### src/design/vfd_pkg.sv
package vfd_pkg;
	// register byte offsets
	localparam logic [7:0] ADDR_LUE_CTRL0 = 8'h00;
	localparam logic [7:0] ADDR_LUE_CTRL2 = 8'h04;
	localparam logic [7:0] ADDR_UNK_VID   = 8'h08;
	localparam logic [7:0] ADDR_UNK_MC    = 8'h0c;
	localparam logic [7:0] ADDR_UNK_UC    = 8'h10;
	localparam logic [7:0] ADDR_HOST_PORT = 8'h14;
	localparam logic [7:0] ADDR_VT_INDEX  = 8'h18;
	localparam logic [7:0] ADDR_VT_ENTRY  = 8'h1c;
	localparam logic [7:0] ADDR_STATUS    = 8'h20;
	localparam logic [7:0] ADDR_PVID_BASE = 8'h40;
	localparam logic [7:0] ADDR_STRIDE    = 8'h04;
	// field positions
	localparam int CTRL0_VLAN_EN_BIT = 7;
	localparam int CTRL0_DROP_BIT    = 6;
	localparam int CTRL2_DYN_QUAL    = 5;
	localparam int CTRL2_STA_QUAL    = 4;
	localparam int UNK_EN_BIT        = 31;
	localparam int VT_VALID_BIT      = 31;
	localparam int VT_FWDOPT_BIT     = 30;
	localparam int VT_FID_LSB        = 16;
	// widths and reset values
	localparam int VID_W  = 12;
	localparam int FID_W  = 7;
	localparam int HASH_W = 10;
	localparam logic [VID_W-1:0] VID_NULL    = 12'h000;
	localparam logic [VID_W-1:0] VID_DEFAULT = 12'h001;
	localparam logic             DROP_RESET  = 1'b1;
	localparam logic [1:0]       RESP_OKAY   = 2'b00;
	localparam logic [1:0]       RESP_SLVERR = 2'b10;
	typedef enum logic [2:0] {
		ST_IDLE = 3'b001,
		ST_VLAN = 3'b010,
		ST_LOOK = 3'b100
	} vfd_state_t;
endpackage

### src/design/vfd_dec_if.sv
`timescale 1ns/100ps
interface vfd_dec_if #(parameter int NPORTS = 7);
	logic              vlanEn;
	logic              vlanValid;
	logic              fwdOption;
	logic              dynQual;
	logic              staQual;
	logic              unkVidEn;
	logic              dropInvalid;
	logic              unkMcEn;
	logic              unkUcEn;
	logic              isBcast;
	logic              isMcast;
	logic              staUse;
	logic              dynUse;
	logic [NPORTS-1:0] members;
	logic [NPORTS-1:0] staPorts;
	logic [NPORTS-1:0] dynPorts;
	logic [NPORTS-1:0] unkVidPorts;
	logic [NPORTS-1:0] unkMcPorts;
	logic [NPORTS-1:0] unkUcPorts;
	logic [NPORTS-1:0] hostPorts;
	logic [NPORTS-1:0] fwdPorts;
	logic              discard;
	modport ctl (output vlanEn, vlanValid, fwdOption, dynQual, staQual, unkVidEn,
		dropInvalid, unkMcEn, unkUcEn, isBcast, isMcast, staUse, dynUse, members,
		staPorts, dynPorts, unkVidPorts, unkMcPorts, unkUcPorts, hostPorts,
		input fwdPorts, discard);
	modport sel (input vlanEn, vlanValid, fwdOption, dynQual, staQual, unkVidEn,
		dropInvalid, unkMcEn, unkUcEn, isBcast, isMcast, staUse, dynUse, members,
		staPorts, dynPorts, unkVidPorts, unkMcPorts, unkUcPorts, hostPorts,
		output fwdPorts, discard);
endinterface // vfd_dec_if

### src/design/vfd_forward_top.sv
// Operation
// RULE_01 - hit needs matching group id
// RULE_02 - lookup miss floods VLAN members
// RULE_03 - filtering ANDs address and member lists
// RULE_04 - source miss learns address and group
// RULE_05 - untagged or null VID uses port default
// RULE_06 - VLAN lookup always; VID 1 all members
// RULE_07 - mode off: miss members, hit table
// RULE_08 - invalid VID: redirect, discard or host
// RULE_09 - miss routed by broadcast, multicast, unicast
// RULE_10 - filtering off: hit uses address list
// RULE_11 - forward option sends to members
// RULE_12 - VLAN enable is control0 bit 7
// RULE_13 - invalid discard is control0 bit 6
// RULE_14 - filtering bits control2 5,4 reset zero
// RULE_15 - software should set both filtering bits
// RULE_16 - static hit wins when group allows
// RULE_17 - else dynamic hit, else flood
// RULE_18 - source hit applies filter and priority
// RULE_19 - dynamic source hit refreshed, static untouched
// RULE_20 - one port bitmap per frame
`timescale 1ns/100ps
module vfd_forward_top #(
	parameter int NPORTS   = 7,
	parameter int VT_DEPTH = 16,
	parameter int PRIO_W   = 3
) (
	// clock and reset
	input  wire logic                       clk,
	input  wire logic                       resetn,
	// register bus
	input  wire logic [7:0]                 s_axi_awaddr,
	input  wire logic                       s_axi_awvalid,
	output      logic                       s_axi_awready,
	input  wire logic [31:0]                s_axi_wdata,
	input  wire logic [3:0]                 s_axi_wstrb,
	input  wire logic                       s_axi_wvalid,
	output      logic                       s_axi_wready,
	output      logic [1:0]                 s_axi_bresp,
	output      logic                       s_axi_bvalid,
	input  wire logic                       s_axi_bready,
	input  wire logic [7:0]                 s_axi_araddr,
	input  wire logic                       s_axi_arvalid,
	output      logic                       s_axi_arready,
	output      logic [31:0]                s_axi_rdata,
	output      logic [1:0]                 s_axi_rresp,
	output      logic                       s_axi_rvalid,
	input  wire logic                       s_axi_rready,
	// parsed frame from ingress
	input  wire logic                       frmValid,
	output      logic                       frmReady,
	input  wire logic [$clog2(NPORTS)-1:0]  frmPort,
	input  wire logic                       frmTagged,
	input  wire logic [vfd_pkg::VID_W-1:0]  frmVid,
	input  wire logic                       frmBcast,
	input  wire logic                       frmMcast,
	input  wire logic [vfd_pkg::HASH_W-1:0] frmDaHash,
	input  wire logic [vfd_pkg::HASH_W-1:0] frmSaHash,
	// address table lookup request
	output      logic                       lkReqValid,
	output      logic [vfd_pkg::HASH_W-1:0] lkDaHash,
	output      logic [vfd_pkg::HASH_W-1:0] lkSaHash,
	output      logic [vfd_pkg::FID_W-1:0]  lkFid,
	// address table lookup results
	input  wire logic                       lkRespValid,
	input  wire logic                       staHit,
	input  wire logic                       staGroupCheck,
	input  wire logic [vfd_pkg::FID_W-1:0]  staFid,
	input  wire logic [NPORTS-1:0]          staPorts,
	input  wire logic                       dynHit,
	input  wire logic [vfd_pkg::FID_W-1:0]  dynFid,
	input  wire logic [NPORTS-1:0]          dynPorts,
	input  wire logic                       saHit,
	input  wire logic [vfd_pkg::FID_W-1:0]  saFid,
	input  wire logic                       saStatic,
	input  wire logic                       saFilter,
	input  wire logic [PRIO_W-1:0]          saPrio,
	// egress decision
	output      logic                       fwdValid,
	output      logic [NPORTS-1:0]          fwdPorts,
	output      logic                       fwdDiscard,
	output      logic                       fwdSrcFilter,
	output      logic [PRIO_W-1:0]          fwdPrio,
	// learning and refresh
	output      logic                       learnValid,
	output      logic                       refreshValid,
	output      logic [NPORTS-1:0]          refreshPorts
);
	import vfd_pkg::*;
	localparam int SLOT_W = $clog2(VT_DEPTH);
	localparam int PORT_W = $clog2(NPORTS);

	// control registers
	logic                     vlanEn_q;
	logic                     drop_q;
	logic                     dynQual_q;
	logic                     staQual_q;
	logic [31:0]              unkVid_q;
	logic [31:0]              unkMc_q;
	logic [31:0]              unkUc_q;
	logic [PORT_W-1:0]        hostPort_q;
	logic [VID_W-1:0]         vtIndex_q;
	logic [VID_W-1:0]         pvid_q [NPORTS];
	logic [15:0]              frameCnt_q;
	// vlan table storage
	logic                     vtValid_q [VT_DEPTH];
	logic                     vtOpt_q   [VT_DEPTH];
	logic [VID_W-1:0]         vtTag_q   [VT_DEPTH];
	logic [FID_W-1:0]         vtFid_q   [VT_DEPTH];
	logic [NPORTS-1:0]        vtMemb_q  [VT_DEPTH];
	// bus state
	logic                     awHave_q;
	logic                     wHave_q;
	logic [7:0]               awAddr_q;
	logic [31:0]              wData_q;
	logic [3:0]               wStrb_q;
	logic                     wrGo;
	logic [31:0]              wMask;
	// frame pipeline
	vfd_state_t               state_q;
	logic [VID_W-1:0]         effVid_q;
	logic                     bcast_q;
	logic                     mcast_q;
	logic [PORT_W-1:0]        port_q;
	logic                     vValid_q;
	logic                     vOpt_q;
	logic [NPORTS-1:0]        memb_q;
	logic [SLOT_W-1:0]        slot;
	logic                     resp;

	vfd_dec_if #(.NPORTS(NPORTS)) dec ();

	vfd_port_select u_sel (
		.d (dec)
	);

	function automatic logic [31:0] merge(input logic [31:0] old, input logic [31:0] m);
		merge = (old & ~m) | (wData_q & m);
	endfunction

	// ---------------- register bus ----------------
	assign s_axi_awready = !awHave_q && !s_axi_bvalid;
	assign s_axi_wready  = !wHave_q && !s_axi_bvalid;
	assign s_axi_arready = !s_axi_rvalid;
	assign wrGo          = awHave_q && wHave_q;
	assign wMask         = {{8{wStrb_q[3]}}, {8{wStrb_q[2]}}, {8{wStrb_q[1]}}, {8{wStrb_q[0]}}};

	function automatic logic mapped(input logic [7:0] a);
		mapped = (a <= ADDR_STATUS && a[1:0] == 2'b00) ||
			(a >= ADDR_PVID_BASE && a < ADDR_PVID_BASE + 8'(NPORTS * 4) && a[1:0] == 2'b00);
	endfunction

	always_ff @(posedge clk) begin
		if (!resetn) begin
			awHave_q     <= 1'b0;
			wHave_q      <= 1'b0;
			awAddr_q     <= 8'h00;
			wData_q      <= 32'h0;
			wStrb_q      <= 4'h0;
			s_axi_bvalid <= 1'b0;
			s_axi_bresp  <= RESP_OKAY;
		end else begin
			if (s_axi_awvalid && s_axi_awready) begin
				awHave_q <= 1'b1;
				awAddr_q <= s_axi_awaddr;
			end
			if (s_axi_wvalid && s_axi_wready) begin
				wHave_q <= 1'b1;
				wData_q <= s_axi_wdata;
				wStrb_q <= s_axi_wstrb;
			end
			if (wrGo) begin
				awHave_q     <= 1'b0;
				wHave_q      <= 1'b0;
				s_axi_bvalid <= 1'b1;
				s_axi_bresp  <= mapped(awAddr_q) ? RESP_OKAY : RESP_SLVERR;
			end else if (s_axi_bvalid && s_axi_bready) begin
				s_axi_bvalid <= 1'b0;
			end
		end
	end

	function automatic logic [31:0] rdMux(input logic [7:0] a);
		logic [SLOT_W-1:0] s;
		s = vtIndex_q[SLOT_W-1:0];
		rdMux = 32'h0;
		case (a)
			ADDR_LUE_CTRL0: begin
				rdMux[CTRL0_VLAN_EN_BIT] = vlanEn_q;
				rdMux[CTRL0_DROP_BIT] = drop_q;
			end
			ADDR_LUE_CTRL2: begin
				rdMux[CTRL2_DYN_QUAL] = dynQual_q;
				rdMux[CTRL2_STA_QUAL] = staQual_q;
			end
			ADDR_UNK_VID: rdMux = unkVid_q;
			ADDR_UNK_MC: rdMux = unkMc_q;
			ADDR_UNK_UC: rdMux = unkUc_q;
			ADDR_HOST_PORT: rdMux[PORT_W-1:0] = hostPort_q;
			ADDR_VT_INDEX: rdMux[VID_W-1:0] = vtIndex_q;
			ADDR_VT_ENTRY: begin
				if (vtTag_q[s] == vtIndex_q) begin
					rdMux[VT_VALID_BIT] = vtValid_q[s];
					rdMux[VT_FWDOPT_BIT] = vtOpt_q[s];
					rdMux[VT_FID_LSB +: FID_W] = vtFid_q[s];
					rdMux[NPORTS-1:0] = vtMemb_q[s];
				end
			end
			ADDR_STATUS: rdMux[15:0] = frameCnt_q;
			default: begin
				for (int p = 0; p < NPORTS; p++) begin
					if (a == ADDR_PVID_BASE + 8'(p * 4)) begin
						rdMux[VID_W-1:0] = pvid_q[p];
					end
				end
			end
		endcase
	endfunction

	always_ff @(posedge clk) begin
		if (!resetn) begin
			s_axi_rvalid <= 1'b0;
			s_axi_rdata  <= 32'h0;
			s_axi_rresp  <= RESP_OKAY;
		end else if (s_axi_arvalid && s_axi_arready) begin
			s_axi_rvalid <= 1'b1;
			s_axi_rdata  <= mapped(s_axi_araddr) ? rdMux(s_axi_araddr) : 32'h0;
			s_axi_rresp  <= mapped(s_axi_araddr) ? RESP_OKAY : RESP_SLVERR;
		end else if (s_axi_rvalid && s_axi_rready) begin
			s_axi_rvalid <= 1'b0;
		end
	end

	// ---------------- control registers ----------------
	always_ff @(posedge clk) begin
		if (!resetn) begin
			vlanEn_q   <= 1'b0;
			drop_q     <= DROP_RESET;
			dynQual_q  <= 1'b0;
			staQual_q  <= 1'b0;
			unkVid_q   <= 32'h0;
			unkMc_q    <= 32'h0;
			unkUc_q    <= 32'h0;
			hostPort_q <= '0;
			vtIndex_q  <= VID_DEFAULT;
		end else if (wrGo) begin
			case (awAddr_q)
				ADDR_LUE_CTRL0: if (wStrb_q[0]) begin
					// RULE_12 enable bit
					vlanEn_q <= wData_q[CTRL0_VLAN_EN_BIT];
					// RULE_13 discard bit
					drop_q <= wData_q[CTRL0_DROP_BIT];
				end
				ADDR_LUE_CTRL2: if (wStrb_q[0]) begin
					// RULE_14 filtering bits
					dynQual_q <= wData_q[CTRL2_DYN_QUAL];
					staQual_q <= wData_q[CTRL2_STA_QUAL];
				end
				ADDR_UNK_VID: unkVid_q <= merge(unkVid_q, wMask);
				ADDR_UNK_MC: unkMc_q <= merge(unkMc_q, wMask);
				ADDR_UNK_UC: unkUc_q <= merge(unkUc_q, wMask);
				ADDR_HOST_PORT: hostPort_q <= wData_q[PORT_W-1:0];
				ADDR_VT_INDEX: vtIndex_q <= wData_q[VID_W-1:0];
				default: ;
			endcase
		end
	end

	// RULE_05 default VID per port
	always_ff @(posedge clk) begin
		if (!resetn) begin
			for (int p = 0; p < NPORTS; p++) pvid_q[p] <= VID_DEFAULT;
		end else if (wrGo) begin
			for (int p = 0; p < NPORTS; p++) begin
				if (awAddr_q == ADDR_PVID_BASE + 8'(p * 4)) pvid_q[p] <= wData_q[VID_W-1:0];
			end
		end
	end

	// RULE_06 VID 1 all members
	always_ff @(posedge clk) begin
		if (!resetn) begin
			for (int i = 0; i < VT_DEPTH; i++) begin
				vtValid_q[i] <= (i == int'(VID_DEFAULT));
				vtOpt_q[i]   <= 1'b0;
				vtTag_q[i]   <= VID_DEFAULT;
				vtFid_q[i]   <= '0;
				vtMemb_q[i]  <= '1;
			end
		end else if (wrGo && awAddr_q == ADDR_VT_ENTRY) begin
			vtValid_q[vtIndex_q[SLOT_W-1:0]] <= wData_q[VT_VALID_BIT];
			vtOpt_q[vtIndex_q[SLOT_W-1:0]]   <= wData_q[VT_FWDOPT_BIT];
			vtTag_q[vtIndex_q[SLOT_W-1:0]]   <= vtIndex_q;
			vtFid_q[vtIndex_q[SLOT_W-1:0]]   <= wData_q[VT_FID_LSB +: FID_W];
			vtMemb_q[vtIndex_q[SLOT_W-1:0]]  <= wData_q[NPORTS-1:0];
		end
	end

	// ---------------- frame pipeline ----------------
	assign frmReady   = (state_q == ST_IDLE);
	assign lkReqValid = (state_q == ST_LOOK);
	assign resp       = (state_q == ST_LOOK) && lkRespValid;
	assign slot       = effVid_q[SLOT_W-1:0];

	always_ff @(posedge clk) begin
		if (!resetn) begin
			state_q <= ST_IDLE;
		end else begin
			case (state_q)
				ST_IDLE: if (frmValid) state_q <= ST_VLAN;
				ST_VLAN: state_q <= ST_LOOK;
				ST_LOOK: if (lkRespValid) state_q <= ST_IDLE;
				default: state_q <= ST_IDLE;
			endcase
		end
	end

	always_ff @(posedge clk) begin
		if (!resetn) begin
			effVid_q <= VID_DEFAULT;
			bcast_q  <= 1'b0;
			mcast_q  <= 1'b0;
			port_q   <= '0;
			lkDaHash <= '0;
			lkSaHash <= '0;
		end else if (frmValid && frmReady) begin
			// RULE_05 default VID substitution
			effVid_q <= (!vlanEn_q || !frmTagged || frmVid == VID_NULL) ? pvid_q[frmPort] : frmVid;
			bcast_q  <= frmBcast;
			mcast_q  <= frmMcast;
			port_q   <= frmPort;
			lkDaHash <= frmDaHash;
			lkSaHash <= frmSaHash;
		end
	end

	// RULE_06 table read in every mode
	always_ff @(posedge clk) begin
		if (!resetn) begin
			vValid_q <= 1'b0;
			vOpt_q   <= 1'b0;
			memb_q   <= '0;
			lkFid    <= '0;
		end else if (state_q == ST_VLAN) begin
			vValid_q <= vtValid_q[slot] && vtTag_q[slot] == effVid_q;
			vOpt_q   <= vtOpt_q[slot];
			memb_q   <= vtMemb_q[slot];
			lkFid    <= vtFid_q[slot];
		end
	end

	assign dec.vlanEn      = vlanEn_q;
	assign dec.vlanValid   = vValid_q;
	assign dec.fwdOption   = vOpt_q;
	assign dec.dynQual     = dynQual_q;
	assign dec.staQual     = staQual_q;
	assign dec.unkVidEn    = unkVid_q[UNK_EN_BIT];
	assign dec.dropInvalid = drop_q;
	assign dec.unkMcEn     = unkMc_q[UNK_EN_BIT];
	assign dec.unkUcEn     = unkUc_q[UNK_EN_BIT];
	assign dec.isBcast     = bcast_q;
	assign dec.isMcast     = mcast_q;
	// RULE_16 group check on static
	assign dec.staUse      = staHit && (!staGroupCheck || staFid == lkFid);
	// RULE_01 group must match
	assign dec.dynUse      = dynHit && dynFid == lkFid;
	assign dec.members     = memb_q;
	assign dec.staPorts    = staPorts;
	assign dec.dynPorts    = dynPorts;
	assign dec.unkVidPorts = unkVid_q[NPORTS-1:0];
	assign dec.unkMcPorts  = unkMc_q[NPORTS-1:0];
	assign dec.unkUcPorts  = unkUc_q[NPORTS-1:0];
	assign dec.hostPorts   = NPORTS'(1) << hostPort_q;

	logic saMatch;
	logic learnOk;
	assign saMatch = saHit && saFid == lkFid;
	assign learnOk = !vlanEn_q || vValid_q;

	// RULE_20 one bitmap per frame
	always_ff @(posedge clk) begin
		if (!resetn) begin
			fwdValid     <= 1'b0;
			fwdPorts     <= '0;
			fwdDiscard   <= 1'b0;
			fwdSrcFilter <= 1'b0;
			fwdPrio      <= '0;
			frameCnt_q   <= 16'h0;
		end else begin
			fwdValid <= resp;
			if (resp) begin
				fwdPorts   <= dec.fwdPorts;
				fwdDiscard <= dec.discard;
				// RULE_18 source hit attributes
				fwdSrcFilter <= saMatch && saFilter;
				fwdPrio      <= saMatch ? saPrio : '0;
				frameCnt_q   <= frameCnt_q + 16'h1;
			end
		end
	end

	always_ff @(posedge clk) begin
		if (!resetn) begin
			learnValid   <= 1'b0;
			refreshValid <= 1'b0;
			refreshPorts <= '0;
		end else begin
			// RULE_04 learn on miss
			learnValid   <= resp && learnOk && !saMatch;
			// RULE_19 refresh dynamic only
			refreshValid <= resp && learnOk && saMatch && !saStatic;
			if (resp) refreshPorts <= NPORTS'(1) << port_q;
		end
	end
endmodule // vfd_forward_top

### src/design/vfd_port_select.sv
`timescale 1ns/100ps
module vfd_port_select (
	vfd_dec_if.sel d
);
	import vfd_pkg::*;
	logic addrHit;
	assign addrHit = d.staUse | d.dynUse;
	always_comb begin
		d.discard = 1'b0;
		// RULE_16 static wins
		// RULE_17 dynamic or flood
		if (!d.vlanEn) begin
			// RULE_07 mode off
			d.fwdPorts = d.staUse ? d.staPorts : (d.dynUse ? d.dynPorts : d.members);
		end else if (!d.vlanValid) begin
			// RULE_08 invalid entry
			if (d.unkVidEn) begin
				d.fwdPorts = d.unkVidPorts;
			end else if (d.dropInvalid) begin
				d.fwdPorts = '0;
				d.discard = 1'b1;
			end else begin
				d.fwdPorts = d.hostPorts;
			end
		end else if (!addrHit) begin
			// RULE_02 miss floods members
			// RULE_09 miss by type
			if (d.isBcast) begin
				d.fwdPorts = d.members;
			end else if (d.isMcast) begin
				d.fwdPorts = d.unkMcEn ? d.unkMcPorts : d.members;
			end else begin
				d.fwdPorts = d.unkUcEn ? d.unkUcPorts : d.members;
			end
		end else if (d.fwdOption) begin
			// RULE_11 option overrides
			d.fwdPorts = d.members;
		end else if (d.staUse) begin
			// RULE_03 membership AND
			d.fwdPorts = d.staQual ? (d.staPorts & d.members) : d.staPorts;
		end else begin
			// RULE_10 unfiltered hit
			d.fwdPorts = d.dynQual ? (d.dynPorts & d.members) : d.dynPorts;
		end
	end
endmodule // vfd_port_select

### config.mk
export PLATFORM = sky130hd
export DESIGN_NAME = vfd_forward_top
export DESIGN_NICKNAME = d
export VERILOG_FILES = /design/src/design/vfd_pkg.sv /design/src/design/vfd_dec_if.sv /design/src/design/vfd_forward_top.sv /design/src/design/vfd_port_select.sv
export SDC_FILE = /design/constraint.sdc
export NUM_CORES = 2
export LEC_CHECK = 0
export ABC_AREA = 1
export BUFFER_PORTS_ARGS = -buffer_cell sky130_fd_sc_hd__buf_2
export CORE_MARGIN = 2
export CORE_UTILIZATION = 40
export DETAILED_ROUTE_END_ITERATION = 8
export PLACE_DENSITY = 0.6
export RECOVER_POWER = 100
export SETUP_SLACK_MARGIN = 0.2
export SLEW_MARGIN = 30
export SYNTH_ARGS = -nofsm -noshare
export SYNTH_HDL_FRONTEND = slang
export SYNTH_SLANG_ARGS = --single-unit
### constraint.sdc
create_clock -name clk -period 3.78 [get_ports clk]
set_clock_uncertainty 0.1 [all_clocks]
set_input_delay 0.756 -clock clk [delete_from_list [all_inputs] [get_ports clk]]
set_output_delay 0.756 -clock clk [all_outputs]
set_load 0.1 [all_outputs]
==> qor.csv <==
stage,metric,value,unit
status,status,"complete, but fails checks",
status,failing checks,"capacitance limit, slew limit",
critical_path,end of the worst register-to-register path,dec.members[3],
global_routing,Total GRT Usage,28.4,%
timing,# setup viols final,0,
cts,Clock Path Buffers,3,
routing,WL final,156,mm
place,gpl congestion,0.937,
timing,"Slew Viols, Final",337,
critical_path,worst path bufs/invs,3,
place,placed cells,6575,
timing,relative max-transition margin,-32.9,%
floorplan,I/O pins,235,
critical_path,"Worst Path Class, Setup",in2reg,
floorplan,Die Span X,327,µm
critical_path,"Largest stage delay, worst path",1300,ps
power,peak supply drop,425,µV
floorplan,# rows,118,
critical_path,Crit-path slowest cell,clkbuf_1,
cts,H-tree level count,3,
routing,DRC,0,
critical_path,required time worst endpoint,4190,ps
routing,Vias,38804,
timing,final hold violation count,0,
floorplan,core area,103000,µm²
cts,clk_lat worst skew,680,ps
timing,RSZ-0062 raised after global routing,false,
global_routing,first-pass GRT wire length,230,mm
cells_and_area,"most common cell after layout, fill and taps aside",nand2_1,
timing,Max Clk Rate,279,MHz
synthesis,Gate Count Post-Synth,5169,
timing,period utilisation layout,94.8,%
flow_run,max cap viols,4,
floorplan,Chip Height,327,µm
critical_path,Reg2Reg Depth,8,
synthesis,"EDFF count, synth",501,
synthesis,"Distinct cells, synth",54,
synthesis,mean post-synth cell area,8.05,µm²
place,port buffer count,232,
critical_path,Setup crit start,frmPort[0],
global_routing,total grt overflow,0,
synthesis,Synth async-reset ratio,0,%
power,P_leak,17.4,nW
routing,ANT nets after route,0,
cts,post_cts resized,0,
cells_and_area,Area Growth Syn to Fin,12.6,%
cts,TritonCTS Sinks,831,
cells_and_area,layout cells sized above 1,8.30,%
routing,Via-to-Cell Ratio,5.75,
critical_path,Crit path max-delay family,buffers and inverters,
synthesis,Ys Warns,0,
routing,per-cell routed wire length,23.1,µm
cts,post-CTS setup buffers,0,
cts,clock root buffer,clkbuf_16,
critical_path,startpoint type of the worst setup path,input pin,
cts,TritonCTS buffer count,90,
critical_path,CP Cell Sequence,"clkbuf_1, inv_1, clkbuf_1, a21oi_1, a311oi_1, o221ai_1, a21oi_1",
global_routing,pin count of the biggest net entering global routing,170,
cts,cts hold-fix bufs,0,
power,overall power,21.6,mW
routing,Initial DRC Count,4972,
hold_path,hold crit path type,in2reg,
floorplan,Initial Utilization,40.3,%
place,placed wire-length estimate,103,mm
cts,TritonCTS clock tree,done,
cells_and_area,Final Non-Filler Cells,6746,
cells_and_area,most frequent cells in the layout,"815 x nand2_1, 776 x nor2_1, 616 x o21ai_0, 513 x a21oi_1, 501 x edfxtp_1",
power,Power Density,460,nW/µm²
critical_path,CP max FO,38,
global_routing,vias in the first global route,35818,
critical_path,crit path DAT,3990,ps
critical_path,CP Depth,7,
floorplan,Die ar.,107000,µm²
synthesis,post-synthesis sequential area ratio,52.0,%
synthesis,Post-Syn Area,41600,µm²
routing,1st-pass router iterations,7,
synthesis,dominant synthesized flop cell,edfxtp_1,
timing,setup_tns,0,ps
critical_path,critical path capture point type,register,
critical_path,R2R Setup Slk,230,ps
global_routing,initial antenna violation count,4,
cts,clk slew on worst S/H paths,70,ps
critical_path,Worst R2R Start,effVid_q[0],
timing,hold slack,143,ps
synthesis,"flops & latches, synth",831,
cells_and_area,nets,5431,
timing,fin crit period,3580,ps
timing,Least-Margin Pin Slew,1990,ps
-- final cells by class --
type	instances	area, µm²
Antenna cell	2	5.00
Clock buffer	134	2610
Clock inverter	35	410
Fill cell	10393	56500
Inverter	522	1970
Multi-Input combinational cell	3492	16500
Sequential cell	831	21700
Tap cell	1380	1730
Timing Repair Buffer	350	1990
-- kinds of logic (layout without fill, tap and decap cells) --
kind of cell             after synthesis  after routing  synth area share (%)
AO/OA/AOI/OAI                       1460           1460                  19.5
buffers and inverters                878           1041                  8.53
other                                  2             36                0.0180
AND/OR/NAND/NOR                     1981           1981                  19.6
adder cells (fa/ha/maj)                1              1                0.0301
XOR/XNOR                              16             16                 0.337
flip-flops                           831            831                  52.0
-- synth_stat cells (4+ instances only) --
| cell type | n | area (µm²) |
|---|---|---|
| buf_4 | 16 | 120 |
| a221oi_1 | 17 | 149 |
| clkinv_1 | 32 | 120 |
| o41ai_1 | 4 | 35.0 |
| o2111ai_1 | 16 | 140 |
| or2_0 | 5 | 31.3 |
| nand4_1 | 29 | 181 |
| inv_2 | 24 | 90.1 |
| nor4_1 | 5 | 31.3 |
| xor2_1 | 7 | 61.3 |
| a211oi_1 | 39 | 293 |
| o211ai_1 | 93 | 698 |
| a22oi_1 | 14 | 105 |
| inv_1 | 465 | 1750 |
| clkbuf_1 | 226 | 848 |
| o21ai_0 | 603 | 3020 |
| o32ai_1 | 9 | 78.8 |
| a311oi_1 | 4 | 35.0 |
| buf_6 | 11 | 124 |
| or2_2 | 10 | 62.6 |
| nor2_1 | 774 | 2910 |
| o221ai_1 | 10 | 87.6 |
| edfxtp_1 | 501 | 15000 |
| a21oi_1 | 512 | 2560 |
| dfxtp_1 | 330 | 6610 |
| nor2_4 | 19 | 214 |
| xnor2_1 | 9 | 78.8 |
| a31oi_1 | 5 | 31.3 |
| nand3_1 | 288 | 1440 |
| or2_1 | 7 | 43.8 |
| o21ai_1 | 20 | 100 |
| a21boi_0 | 7 | 52.6 |
| o22ai_1 | 90 | 563 |
| nor3_1 | 20 | 100 |
| nor3_2 | 5 | 50.1 |
| buf_2 | 86 | 430 |
| nand2_1 | 815 | 3060 |
| buf_1 | 17 | 63.8 |
-- worst register-to-register path, stage by stage (launching register included) --
cell and delay [ps]:
dfxtp_1 530, clkinv_2 390, clkbuf_2 910, o21ai_0 460
o21ai_0 150, nor2_1 390, o22ai_1 270, o21ai_0 200
inv_1 50
-- routing by layer --
layer  vias up  wire (µm)  share of wire [%]  GRT usage [%]
met4         2       5610                3.6           9.75
met2      2282      70200                 45           44.7
li1      17775          -                  -              -
met5         -         17              0.011              0
met3       355      17600                 11           5.79
met1     18390      62700                 40           39.0
-- power by group --
group	switching [mW]	total (mW)	leakage, nW	internal, mW
Combinational	1.77	2.30	8.52	0.526
Clock	3.85	9.18	1.49	5.33
Sequential	0.238	10.1	7.38	9.85
-- how the worst min path moves through the flow --
stage             start            to  slack [ps]  cells after the start
2_1_floorplan  register      register         320                      2
3_3_place_gp   register      register         330                      2
3_5_place_dp   register      register         340                      2
4_1_cts        saStatic  refreshValid         120                      2
5_1_grt        saStatic  refreshValid         130                      2
6_report       saStatic  refreshValid         140                      2
-- stage by stage --
| stage | cell area [µm²] | util, % | worst slack (ps) |
|---|---|---|---|
| after detailed placement | 44100 | 42.7 | 551 |
| after global routing | 46900 | 45.4 | 159 |
| after CTS | 47100 | 45.6 | 517 |
| final | 46900 | 45.4 | 196 |
| after floorplan | 41700 | - | 547 |
| after global placement | 44100 | 42.7 | 575 |
Note: power is estimated with default switching activity, not from simulation.
